**src/pkg/tpw_pkg.sv**
```systemverilog
package tpw_pkg;

  // ----------------------------------------------------------------
  // timing
  // ----------------------------------------------------------------
  localparam int CLK_PERIOD_NS  = 4;
  localparam int WDT_PERIOD_NS  = 18_000_000;
  localparam int OST_PERIOD_NS  = 18_000_000;
  // watchdog period is a longest time, start-up wait a least time
  localparam int WDT_PERIOD_CYC = WDT_PERIOD_NS / CLK_PERIOD_NS;
  localparam int OST_PERIOD_CYC = (OST_PERIOD_NS + CLK_PERIOD_NS - 1)
                                  / CLK_PERIOD_NS;
  localparam int CNT_W          = 23;
  localparam logic [1:0] ICLK_DIV2_LAST = 2'h1;
  localparam logic [1:0] ICLK_DIV4_LAST = 2'h3;

  // ----------------------------------------------------------------
  // register map (bit 6 of the address selects the control page)
  // ----------------------------------------------------------------
  localparam logic [6:0] ADDR_TIMER    = 7'h01;
  localparam logic [6:0] ADDR_PORT5    = 7'h05;
  localparam logic [6:0] ADDR_IRQ_FLAG = 7'h3f;
  localparam logic [6:0] ADDR_TIMER_PRESCALE_CONTROL     = 7'h41;
  localparam logic [6:0] ADDR_DIR5     = 7'h45;
  localparam logic [6:0] ADDR_P6WAKE   = 7'h4b;
  localparam logic [6:0] ADDR_SWC      = 7'h4e;
  localparam logic [6:0] ADDR_IMASK    = 7'h4f;

  // ----------------------------------------------------------------
  // reset values and fields
  // ----------------------------------------------------------------
  localparam logic [7:0] RST_TIMER_PRESCALE_CONTROL    = 8'hbf;
  localparam logic [7:0] RST_DIR     = 8'hff;
  localparam logic [7:0] RST_DATA    = 8'h00;
  localparam logic [7:0] RST_P6WAKE  = 8'hff;
  localparam logic [7:0] RST_SWC     = 8'h31;
  localparam logic [7:0] RST_IMASK   = 8'h00;
  localparam logic [7:0] RST_FLAGS   = 8'h00;
  // synchroniser idle levels: interrupt pin high, watchdog fuse set
  localparam logic [27:0] RST_SYNC   = 28'h0000006;
  localparam logic [7:0] SWC_USED    = 8'h79;
  localparam logic [7:0] IRQ_USED    = 8'h09;
  localparam int TIMER_PRESCALE_CONTROL_PULLUP_N = 7;
  localparam int TIMER_PRESCALE_CONTROL_GIE      = 6;
  localparam int TIMER_PRESCALE_CONTROL_SRC      = 5;
  localparam int TIMER_PRESCALE_CONTROL_EDGE     = 4;
  localparam int TIMER_PRESCALE_CONTROL_OWNER    = 3;
  localparam int SWC_ODE       = 6;
  localparam int SWC_WATCHDOG_ENABLE      = 5;
  localparam int SWC_RUN       = 4;
  localparam int SWC_ROC       = 3;
  localparam int SWC_P7WAKE_N  = 0;
  localparam int IRQ_EXT       = 3;
  localparam int IRQ_TMR       = 0;

  // ----------------------------------------------------------------
  // types
  // ----------------------------------------------------------------
  typedef struct packed {
    logic [7:0] p7;
    logic [7:0] p6;
    logic [7:0] p5;
  } tpw_port_t;

  typedef struct packed {
    logic irq_enable_instr;
    logic irq_disable_instr;
    logic irq_return_instr;
    logic irq_ack;
    logic watchdog_clear_instr;
    logic sleep_instr;
  } tpw_instr_t;

  typedef enum logic [1:0] {PS_RUN, PS_SLEEP2, PS_OST, PS_SLEEP1}
    tpw_pstate_t;

endpackage

```
**src/logic/tpw_ctrl.sv**
```systemverilog
// Implementation choices: the placing of the registers and the address-and-strobe port.
`timescale 1ns/1ps
module tpw_ctrl
  import tpw_pkg::*;
#(
  parameter int WDT_CYCLES = WDT_PERIOD_CYC,
  parameter int OST_CYCLES = OST_PERIOD_CYC
) (
  // clock and reset
  input  wire logic       clk,
  input  wire logic       sys_rst,
  // register port
  input  wire logic [6:0] reg_addr,
  input  wire logic [7:0] reg_wdata,
  input  wire logic       reg_wr,
  input  wire logic       reg_rd,
  output logic      [7:0] reg_rdata,
  // instruction events from the core
  input  wire tpw_instr_t instr,
  // option fuses
  input  wire logic       watchdog_option_fuse,
  input  wire logic       clock_option_fuse,
  // pins
  input  wire tpw_port_t  port_in,
  output tpw_port_t       port_out,
  output tpw_port_t       port_oe,
  input  wire logic       timer_pin,
  input  wire logic       ext_int_n_pin,
  // pad controls
  output logic      [9:0] pullup_enable,
  output logic            roption_enable,
  // status to the core
  output logic            instr_tick,
  output logic            irq_request,
  output logic            cpu_halt,
  output logic            watchdog_reset
);

  // ----------------------------------------------------------------
  // input synchronisers
  // ----------------------------------------------------------------
  logic [27:0]      sync1;
  logic [27:0]      sync2;
  logic [2:0][7:0]  pins;
  logic             tmr_pin_s;
  logic             int_pin_s;
  logic             wdt_fuse_s;
  logic             clk_fuse_s;
  logic             tmr_prev;
  logic             int_prev;

  always_ff @(posedge clk) begin
    if (sys_rst) begin
      // reset to idle pin levels so no false falling edge follows reset
      sync1 <= RST_SYNC;
      sync2 <= RST_SYNC;
    end else begin
      sync1 <= {port_in, timer_pin, ext_int_n_pin,
                watchdog_option_fuse, clock_option_fuse};
      sync2 <= sync1;
    end
  end

  assign pins       = sync2[27:4];
  assign tmr_pin_s  = sync2[3];
  assign int_pin_s  = sync2[2];
  assign wdt_fuse_s = sync2[1];
  assign clk_fuse_s = sync2[0];

  // edge history is taken only from the second stage
  always_ff @(posedge clk) begin
    if (sys_rst) begin
      tmr_prev <= 1'b0;
      int_prev <= 1'b1;
    end else begin
      tmr_prev <= tmr_pin_s;
      int_prev <= int_pin_s;
    end
  end

  // ----------------------------------------------------------------
  // registers and shared decode
  // ----------------------------------------------------------------
  logic [7:0]       timer_prescale_control;
  logic [7:0]       swc;
  logic [7:0]       p6wake;
  logic [7:0]       imask;
  logic [7:0]       flags;
  logic [7:0]       timer_count;
  logic [7:0]       prescaler;
  logic [2:0][7:0]  dir;
  logic [2:0][7:0]  data;
  tpw_pstate_t      pstate;
  logic [CNT_W-1:0] wdt_base;
  logic [CNT_W-1:0] ost_cnt;
  logic [1:0]       iclk_cnt;

  function automatic logic wr_at(input logic [6:0] a);
    return reg_wr && (reg_addr == a);
  endfunction

  // ratio mask: prescaler low bits that must all be set to pass one event
  function automatic logic [7:0] ratio_mask(input logic [2:0] r,
                                            input logic       wdt);
    logic [8:0] m;
    m = wdt ? (9'h001 << r) : (9'h002 << r);
    return 8'(m - 9'h001);
  endfunction

  // ----------------------------------------------------------------
  // instruction clock
  // ----------------------------------------------------------------
  logic [1:0] iclk_last;
  assign iclk_last = clk_fuse_s ? ICLK_DIV4_LAST : ICLK_DIV2_LAST;

  // the oscillator is stopped in either sleep, so the cycle stalls
  always_ff @(posedge clk) begin
    if (sys_rst || pstate != PS_RUN) begin
      iclk_cnt <= 2'h0;
    end else if (iclk_cnt == iclk_last) begin
      iclk_cnt <= 2'h0;
    end else begin
      iclk_cnt <= iclk_cnt + 2'h1;
    end
  end

  assign instr_tick = (pstate == PS_RUN) && (iclk_cnt == iclk_last);

  // ----------------------------------------------------------------
  // timer source, prescaler, watchdog
  // ----------------------------------------------------------------
  logic owner_wdt;
  logic ext_edge;
  logic src_evt;
  logic wdt_on;
  logic wdt_clr;
  logic wdt_base_tick;
  logic presc_in;
  logic presc_out;
  logic timer_evt;
  logic wdt_evt;
  logic timer_wr;
  logic overflow;

  assign owner_wdt = timer_prescale_control[TIMER_PRESCALE_CONTROL_OWNER];
  assign ext_edge  = timer_prescale_control[TIMER_PRESCALE_CONTROL_EDGE] ? (tmr_prev && !tmr_pin_s)
                                     : (!tmr_prev && tmr_pin_s);
  assign src_evt   = timer_prescale_control[TIMER_PRESCALE_CONTROL_SRC] ? ext_edge : instr_tick;
  assign wdt_on    = !wdt_fuse_s && swc[SWC_WATCHDOG_ENABLE];
  assign wdt_clr   = instr.watchdog_clear_instr || instr.sleep_instr;
  assign wdt_base_tick = wdt_on &&
                         (wdt_base == CNT_W'(WDT_CYCLES - 1));
  assign presc_in  = owner_wdt ? wdt_base_tick : src_evt;
  assign presc_out = presc_in && ((prescaler & ratio_mask(timer_prescale_control[2:0],
                     owner_wdt)) == ratio_mask(timer_prescale_control[2:0], owner_wdt));
  assign timer_evt = owner_wdt ? src_evt : presc_out;
  assign wdt_evt   = owner_wdt ? presc_out : wdt_base_tick;
  assign timer_wr  = wr_at(ADDR_TIMER);
  assign overflow  = timer_evt && !timer_wr && (timer_count == 8'hff);

  // watchdog base counts on every edge, sleep included
  always_ff @(posedge clk) begin
    if (sys_rst || !wdt_on || wdt_clr || wdt_base_tick) begin
      wdt_base <= '0;
    end else begin
      wdt_base <= wdt_base + CNT_W'(1);
    end
  end

  always_ff @(posedge clk) begin
    if (sys_rst) begin
      prescaler <= 8'h00;
    end else if ((timer_wr && !owner_wdt) ||
                 (owner_wdt && wdt_clr)) begin
      prescaler <= 8'h00;
    end else if (presc_in) begin
      prescaler <= prescaler + 8'h01;
    end
  end

  always_ff @(posedge clk) begin
    if (sys_rst) begin
      timer_count <= 8'h00;
    end else if (timer_wr) begin
      timer_count <= reg_wdata;
    end else if (timer_evt) begin
      timer_count <= timer_count + 8'h01;
    end
  end

  always_ff @(posedge clk) begin
    if (sys_rst) begin
      watchdog_reset <= 1'b0;
    end else begin
      watchdog_reset <= wdt_on && wdt_evt && !wdt_clr;
    end
  end

  // ----------------------------------------------------------------
  // interrupt flags, mask and global enable
  // ----------------------------------------------------------------
  logic [7:0] flag_set;
  logic [7:0] flag_view;

  always_comb begin
    flag_set = 8'h00;
    flag_set[IRQ_TMR] = overflow;
    flag_set[IRQ_EXT] = int_prev && !int_pin_s;
  end

  assign flag_view = flags & imask;

  // software writes zero to clear; a new event in that cycle still lands
  always_ff @(posedge clk) begin
    if (sys_rst) begin
      flags <= RST_FLAGS;
    end else if (wr_at(ADDR_IRQ_FLAG)) begin
      flags <= ((flags & reg_wdata) | flag_set) & IRQ_USED;
    end else begin
      flags <= flags | flag_set;
    end
  end

  always_ff @(posedge clk) begin
    if (sys_rst) begin
      imask <= RST_IMASK;
    end else if (wr_at(ADDR_IMASK)) begin
      imask <= reg_wdata & IRQ_USED;
    end
  end

  // bit 6 is owned by the instruction events, not by register writes
  always_ff @(posedge clk) begin
    if (sys_rst) begin
      timer_prescale_control <= RST_TIMER_PRESCALE_CONTROL;
    end else begin
      if (wr_at(ADDR_TIMER_PRESCALE_CONTROL)) begin
        timer_prescale_control <= reg_wdata;
      end
      if (instr.irq_disable_instr || instr.irq_ack) begin
        timer_prescale_control[TIMER_PRESCALE_CONTROL_GIE] <= 1'b0;
      end else if (instr.irq_enable_instr || instr.irq_return_instr) begin
        timer_prescale_control[TIMER_PRESCALE_CONTROL_GIE] <= 1'b1;
      end else begin
        timer_prescale_control[TIMER_PRESCALE_CONTROL_GIE] <= timer_prescale_control[TIMER_PRESCALE_CONTROL_GIE];
      end
    end
  end

  always_ff @(posedge clk) begin
    if (sys_rst) begin
      irq_request <= 1'b0;
    end else begin
      irq_request <= timer_prescale_control[TIMER_PRESCALE_CONTROL_GIE] && (|flag_view);
    end
  end

  // ----------------------------------------------------------------
  // sleep control and oscillator start-up
  // ----------------------------------------------------------------
  logic wake_req;

  assign wake_req = (|(~pins[1] & ~p6wake)) ||
                    (!swc[SWC_P7WAKE_N] && !(&pins[2][5:4]));

  always_ff @(posedge clk) begin
    if (sys_rst) begin
      p6wake <= RST_P6WAKE;
    end else if (wr_at(ADDR_P6WAKE)) begin
      p6wake <= reg_wdata;
    end
  end

  // a wake in the clearing cycle keeps the oscillator running
  always_ff @(posedge clk) begin
    if (sys_rst) begin
      swc <= RST_SWC;
    end else begin
      if (wr_at(ADDR_SWC)) begin
        swc <= reg_wdata & SWC_USED;
      end
      if (wake_req) begin
        swc[SWC_RUN] <= 1'b1;
      end
    end
  end

  always_ff @(posedge clk) begin
    if (sys_rst) begin
      pstate  <= PS_RUN;
      ost_cnt <= '0;
    end else begin
      case (pstate)
        PS_RUN: begin
          if (instr.sleep_instr) begin
            pstate <= PS_SLEEP1;          // only a reset leaves this one
          end else if (!swc[SWC_RUN]) begin
            pstate <= PS_SLEEP2;
          end
        end
        PS_SLEEP2: begin
          if (swc[SWC_RUN]) begin
            pstate  <= PS_OST;
            ost_cnt <= '0;
          end
        end
        PS_OST: begin
          if (ost_cnt == CNT_W'(OST_CYCLES - 1)) begin
            pstate <= PS_RUN;
          end else begin
            ost_cnt <= ost_cnt + CNT_W'(1);
          end
        end
        PS_SLEEP1: begin
          pstate <= PS_SLEEP1;
        end
        default: begin
          pstate <= PS_RUN;
        end
      endcase
    end
  end

  assign cpu_halt = (pstate != PS_RUN);

  // ----------------------------------------------------------------
  // ports
  // ----------------------------------------------------------------
  for (genvar i = 0; i < 3; i++) begin : g_port
    always_ff @(posedge clk) begin
      if (sys_rst) begin
        dir[i]  <= RST_DIR;
        data[i] <= RST_DATA;
      end else begin
        if (wr_at(ADDR_DIR5 + 7'(i))) begin
          dir[i] <= reg_wdata;
        end
        if (wr_at(ADDR_PORT5 + 7'(i))) begin
          data[i] <= reg_wdata;
        end
      end
    end
  end

  always_ff @(posedge clk) begin
    if (sys_rst) begin
      port_out       <= '0;
      port_oe        <= '0;
      pullup_enable  <= '0;
      roption_enable <= 1'b0;
    end else begin
      port_out       <= data;
      port_oe        <= ~dir;
      if (swc[SWC_ODE]) begin
        port_out.p7[7:6] <= 2'h0;
        port_oe.p7[7:6]  <= ~dir[2][7:6] & ~data[2][7:6];
      end
      if (swc[SWC_ROC]) begin
        port_oe.p7[1:0] <= 2'h0;
      end
      pullup_enable  <= {10{~timer_prescale_control[TIMER_PRESCALE_CONTROL_PULLUP_N]}};
      roption_enable <= swc[SWC_ROC];
    end
  end

  // ----------------------------------------------------------------
  // register read
  // ----------------------------------------------------------------
  logic [7:0] next_rdata;

  always_comb begin
    case (reg_addr)
      ADDR_TIMER:    next_rdata = timer_count;
      ADDR_IRQ_FLAG: next_rdata = flag_view;
      ADDR_TIMER_PRESCALE_CONTROL:     next_rdata = timer_prescale_control;
      ADDR_PORT5:    next_rdata = pins[0];
      ADDR_PORT5 + 7'h01: next_rdata = pins[1];
      ADDR_PORT5 + 7'h02: next_rdata = pins[2];
      ADDR_DIR5:     next_rdata = dir[0];
      ADDR_DIR5 + 7'h01:  next_rdata = dir[1];
      ADDR_DIR5 + 7'h02:  next_rdata = dir[2];
      ADDR_P6WAKE:   next_rdata = p6wake;
      ADDR_SWC:      next_rdata = swc;
      ADDR_IMASK:    next_rdata = imask;
      default:       next_rdata = 8'h00;
    endcase
  end

  always_ff @(posedge clk) begin
    if (sys_rst || !reg_rd) begin
      reg_rdata <= 8'h00;
    end else begin
      reg_rdata <= next_rdata;
    end
  end
endmodule

```
**config.mk**
```make
export PLATFORM = sky130hd
export DESIGN_NAME = tpw_ctrl
export DESIGN_NICKNAME = d
export VERILOG_FILES = /design/src/pkg/tpw_pkg.sv /design/src/logic/tpw_ctrl.sv
export SDC_FILE = /design/constraint.sdc
export NUM_CORES = 1
export LEC_CHECK = 0
export ABC_CLOCK_PERIOD_IN_PS = 8500
export BUFFER_PORTS_ARGS = -buffer_cell sky130_fd_sc_hd__buf_2
export CORE_ASPECT_RATIO = 1.1
export CORE_UTILIZATION = 40
export DETAILED_ROUTE_END_ITERATION = 8
export HOLD_SLACK_MARGIN = 0.06
export SYNTH_ARGS = -nofsm -noshare
export SYNTH_HDL_FRONTEND = slang
export SYNTH_SLANG_ARGS = --single-unit
```
**constraint.sdc**
```tcl
create_clock -name clk -period 8.5 [get_ports clk]
set_input_delay 2.125 -clock clk [delete_from_list [all_inputs] [get_ports clk]]
set_output_delay 2.125 -clock clk [all_outputs]
set_load 0.01 [all_outputs]
```
==> results of run 1 <==
-- logic make-up after synthesis --
group	after synthesis
simple gates	531
buf+inv	88
xor+xnor	51
mux	45
compound gates	133
flops	257
fa+ha+maj	11
-- critical path, cell delays in order --
cell	delay, ps
buf_2	410
or3b_1	490
nor3_1	820
nand2_1	380
mux2i_1	260
o2111ai_1	130
-- worst paths after layout --
check	end	slack [ps]	depth (start not counted)
max reg2reg	timer_count[2]	5300	10
min reg2reg	sync2[1]	420	1
min	sync2[1]	420	1
max	swc[4]	4290	6
-- cell usage after synthesis, drive strengths merged (4+ instances only) --
library cell	number
mux2i	38
o211ai	7
or2	10
dfxtp	257
o22ai	7
clkbuf	46
nand2	115
nor3	23
nand3	69
nor4	8
buf	25
mux2	7
and2	6
inv	17
nand4	18
a31oi	8
xor2	29
nand3b	5
xnor2	22
nor2	132
ha	11
a22oi	12
a21oi	39
and4	7
nor3b	5
o21ai	21
nor2b	83
nand2b	9
a221oi	4
a211oi	9
nor4bb	5
and3	21
-- through the flow --
step                      hold WS (ps)  cell area [um^2]  power (uW)
final                              421             11900        2650
after CTS                          433             11900        2680
after floorplan                    389             10200        1380
after detailed placement           408             10900        1440
after global routing               444             11900        2740
after global placement             402             10900        1430
-- report_power, final --
group / internal [uW] / switching, uW
logic: 58.6 / 108
clock network: 756 / 481
registers: 1230 / 14.4
total: 2040 / 604
-- metal layers --
metal / track usage / vias up
li1: - / 3983
met1: 0.255 / 3702
met2: 0.328 / 234
met3: 0.0283 / 57
met4: 0.0680 / 0
met5: 0 / -
-- flip-flops by register name, summed over array words and instances, names as in the netlist, 8 cells and up --
name                    count
data                       24
dir                        24
ost_cnt                    23
p6wake                      8
port_oe                    24
port_out                   24
prescaler                   8
reg_rdata                   8
sync1                      28
sync2                      28
timer_count                 8
timer_prescale_control      8
wdt_base                   23
-- cell type report --
cell class / instances / area [um^2] / share of cell area
flip-flops and latches: 257 / 5140 / 0.434
multi-input cells: 771 / 4660 / 0.393
clock buffers: 35 / 766 / 0.0646
repair buffers: 127 / 648 / 0.0547
well taps: 315 / 394 / 0.0332
clock inverters: 12 / 181 / 0.0153
inverters: 17 / 63.8 / 0.00538
==> flow_summary.json, run 1 <==
{
  "outcome": "finished clean",
  "critPathLaunchType": "input pin",
  "fill_cells": 2423,
  "viasPerCell": 5.20,
  "io_pins": 124,
  "grt_setup_unrepaired": "no",
  "row_count": 61,
  "die_x_um": 154,
  "fin_nets": 1265,
  "synth.cell_area_mm2": 0.0102,
  "diodes": 0,
  "setup_viol": 0,
  "drc": 0,
  "drv_slew": 0,
  "synth_top_family_by_area": "simple AND/OR/NAND/NOR gates",
  "cap_violations": 0,
  "syn2layout_area_growth_pct": 15.9,
  "cts_root_buf": "clkbuf_16",
  "initial_core_util": 0.406,
  "final_cell_mix": "257 x dfxtp_1, 131 x nor2_1, 122 x buf_2, 115 x nand2_1, 83 x nor2b_1",
  "drt-initial-drc-count": 492,
  "synth_fp_nets": 1180,
  "clk_latency_ps": 540,
  "routabilityCongestion": 0.899,
  "cts_setup_buffers": 0,
  "synthMuxAreaShare": 0.0449,
  "synthXorXnorAreaFrac": 0.0437,
  "grt_pass1_wl_um": 40500,
  "top_layer": "met4",
  "drive_gt1_frac": 0.167,
  "pre_cts_ws_ps": 3790,
  "path_max_fanout": 19,
  "fin_ws_ps": 4290,
  "grt_max_degree": 93,
  "grt_pass1_vias": 7461,
  "ys_seq_area_frac": 0.503,
  "synth-edff-count": 0,
  "r2r-start": "timer_prescale_control[3]",
  "dr_wl_met2_um": 11900,
  "fin_crit_ps": 4210,
  "synth-simple-area-share": 0.266,
  "cts_tree": "done",
  "die_area_mm2": 0.0262,
  "synth_adder_area_share": 0.0135,
  "dr.pass1.iters": 7,
  "crit_arrival_ps": 4620,
  "cts_buffer_depth": 3,
  "dr_wl_met3_um": 1340,
  "die_h_um": 170,
  "fin_util": 0.471,
  "fin_crit_sh": 0.496,
  "grt_usage": 0.195,
  "wl_met1_um": 11600,
  "critPathCaptureType": "register",
  "syn_inst": 1116,
  "cts_buffers": 27,
  "cp-startpoint": "reg_addr[6]",
  "wl_per_cell_um": 16.8,
  "synth-main-ff-cell": "dfxtp_1",
  "yosysWarnings": 0,
  "grt.overflow.total": 0,
  "slew_headroom": 0.173,
  "yosysTopAreaCell": "dfxtp_1",
  "clk_pin_slew_ps": 60,
  "final_common_cell": "dfxtp_1",
  "ctsHoldBuffers": 0,
  "vias": 7976,
  "fin_tns_setup_ps": 0,
  "synth_area_leaders": "dfxtp_1 50%, nor2b_1 5.1%, nor2_1 4.8%, nand2_1 4.2%, mux2i_1 3.7%",
  "path_class": "in2reg",
  "required_ps": 8900,
  "async_flop_share": 0,
  "finClkSkew_ps": 13.3,
  "grt_antenna_before_repair": 0,
  "wirelength_um": 25700,
  "io_buffers": 123,
  "worst_pin_slew_ps": 1230,
  "synth_cell_types": 71,
  "clock-sinks": 257,
  "final_antenna_net_count": 0,
  "dp.cells": 1487,
  "final_hold_viol_count": 0,
  "final_cells": 1534,
  "peakVddDrop_uv": 122,
  "core_area_mm2": 0.0252,
  "synth_top_area_frac": 0.503,
  "avgSynthCellArea_um2": 9.16,
  "ys_ff_latch": 257,
  "p_leak_uw": 0.00478,
  "htreeDepth": 1,
  "fmax_mhz": 237,
  "powerDensity_mw_per_mm2": 223,
  "cts_resized": 0,
  "synth_compound_area_frac": 0.0874,
  "min_path_type": "reg2reg",
  "hpwl_um": 17700,
  "min_from": "sync1[1]"
}
(Power assumes the default switching activity.)
==> run 2, diff against run 1 <==
ABC_CLOCK_PERIOD_IN_PS = 4350   (was 8500)
clock period = 4.35 ns   (was 8.5 ns; I/O delays follow)
==> run 2 against run 1 <==
Against the previous run:
- setup slack got worse by 3100 ps
- cell count rose by 0.59%
- first-iteration DRC count fell by 12%
- clock skew barely moved
- final area rose by 0.29%
- core utilization rose by 0.13 points
- clock-buffer cell count rose by 3
- sequential cell count did not move
- clock power rose by 91%
- critical endpoint is now timer_count[2]
- largest cell class unchanged
==> flow_summary.json, run 2 (same netlist as run 1, synthesis figures left out) <==
{
  "required_ps": 4770,
  "final_hold_viol_count": 0,
  "critPathLaunchType": "register",
  "min_to": "sync2[2]",
  "r2r-start": "timer_prescale_control[3]",
  "slew_headroom": 0.368,
  "finClkSkew_ps": 13.3,
  "peakVddDrop_uv": 300,
  "drt-initial-drc-count": 432,
  "r2r_setup_slack_ps": 1190,
  "htreeDepth": 1,
  "io_buffers": 123,
  "final_antenna_net_count": 0,
  "path_class": "reg2reg",
  "path_cells": "ha_1 -> nand2_1 -> ha_1 -> and2b_1 -> a21oi_1 -> a31oi_1 -> or3_4 -> o22ai_4 -> a21boi_0 -> o31a_1",
  "die_x_um": 154,
  "wl_per_cell_um": 16.7,
  "io_pins": 124,
  "outcome": "finished clean",
  "powerDensity_mw_per_mm2": 431,
  "min_path_type": "reg2reg",
  "cts_tree": "done",
  "grt_max_degree": 92,
  "grt_pass1_vias": 7561,
  "stdcell_area_mm2": 0.0119,
  "grt_setup_unrepaired": "no",
  "initial_core_util": 0.406,
  "cts_buffer_depth": 3,
  "crit_buf_inv": 0,
  "max_stage_delay_ps": 490,
  "dr.pass1.iters": 5,
  "fin_crit_ps": 3160,
  "clock-sinks": 257,
  "row_count": 61,
  "cp_slowest_cell": "dfxtp_1",
  "postPlaceCellArea_mm2": 0.0110,
  "clk_pin_slew_ps": 60,
  "clk_latency_ps": 540,
  "worst_pin_slew_ps": 948,
  "cts_root_buf": "clkbuf_16",
  "p_leak_uw": 0.00482,
  "drc": 0,
  "fin_tns_setup_ps": 0,
  "cts_buffers": 27,
  "cts_resized": 0,
  "diodes": 0,
  "path_max_fanout": 15,
  "fin_nets": 1272,
  "drv_slew": 0,
  "grt.overflow.total": 0,
  "die_h_um": 170,
  "timing.rr.end": "timer_count[2]",
  "core_area_mm2": 0.0252,
  "reg_top3": "sync1: 28 flops, sync2: 28 flops",
  "final_common_cell": "dfxtp_1",
  "fin_crit_sh": 0.727,
  "setup_viol": 0,
  "drive_gt1_frac": 0.172,
  "critPathTopFamily": "compound AO/OA/AOI/OAI gates",
  "fmax_mhz": 316,
  "cp_num_cells": 10,
  "crit_top_cell": "ha_1",
  "fin_hold_ws_ps": 427,
  "wirelength_um": 25800,
  "grt_pass1_wl_um": 41100,
  "die_area_mm2": 0.0262,
  "cap_violations": 0,
  "reg2regPathDepth": 10,
  "vias": 8017,
  "viasPerCell": 5.20,
  "grt_usage": 0.198,
  "cts_setup_buffers": 0,
  "crit_arrival_ps": 3580,
  "hold_depth": 1,
  "critPathCaptureType": "register",
  "routabilityCongestion": 0.937,
  "hpwl_um": 18000,
  "syn2layout_area_growth_pct": 16.2,
  "final_cell_mix": "257 x dfxtp_1, 131 x nor2_1, 122 x buf_2, 115 x nand2_1, 83 x nor2b_1",
  "min_from": "sync1[2]",
  "grt_antenna_before_repair": 1,
  "ctsHoldBuffers": 0
}
[run 2: cell types whose count changed in the layout (fill, tap and decap cells not counted)]
cell	delta
inv_6	-1
clkinv_2	+3
buf_4	+7
clkinvlp_4	-1
clkbuf_8	+1
clkinv_4	-1
bufinv_16	-1
clkbuf_1	+2
[run 2: where the power goes]
group	internal (uW)	switching (uW)	leakage (uW)
sequential	2400	27.8	0.00209
clock	1440	936	0.000451
combinational	116	213	0.00228
total	3950	1180	0.00482
[run 2: layout make-up]
cell class | instances | area (um^2)
Sequential cell | 257 | 5140
Multi-Input combinational cell | 771 | 4660
Clock buffer | 38 | 787
Tap cell | 315 | 394
Timing Repair Buffer | 134 | 701
Inverter | 17 | 63.8
Fill cell | 2406 | 13300
Clock inverter | 11 | 141
[run 2: per-layer routing]
metal | GRT usage | vias to the layer above | part of all wire
li1 | - | 3990 | -
met1 | 0.256 | 3745 | 0.45
met2 | 0.323 | 211 | 0.46
met3 | 0.0358 | 69 | 0.053
met4 | 0.0861 | 2 | 0.039
met5 | 0 | - | 0.00031
[run 2: worst register-to-register path: stages (launching register included)]
cell      delay [ps]
dfxtp_1          490
ha_1             410
nand2_1          130
ha_1             320
and2b_1          220
a21oi_1          170
a31oi_1          140
or3_4            390
o22ai_4          370
a21boi_0         170
o31a_1           250
[run 2: through the flow]
stage,std cells,setup slack (ps),power [uW],utilization
after floorplan,1116,1480,2700,-
after global placement,1494,1060,2800,0.435
after detailed placement,1494,1070,2810,0.435
after CTS,1543,1200,5180,0.472
after global routing,1543,966,5330,0.472
final,1543,1190,5120,0.472
[run 2: how the worst max path moves through the flow]
stage,endpoint,slack (ps),startpoint
floorplan,swc[4],1480,reg_addr[6]
global placement,dir[9],1060,reg_addr[6]
detailed placement,dir[12],1070,reg_addr[6]
CTS,timer_count[2],1200,timer_prescale_control[3]
global route,timer_count[3],970,timer_prescale_control[3]
finish,timer_count[2],1190,timer_prescale_control[3]
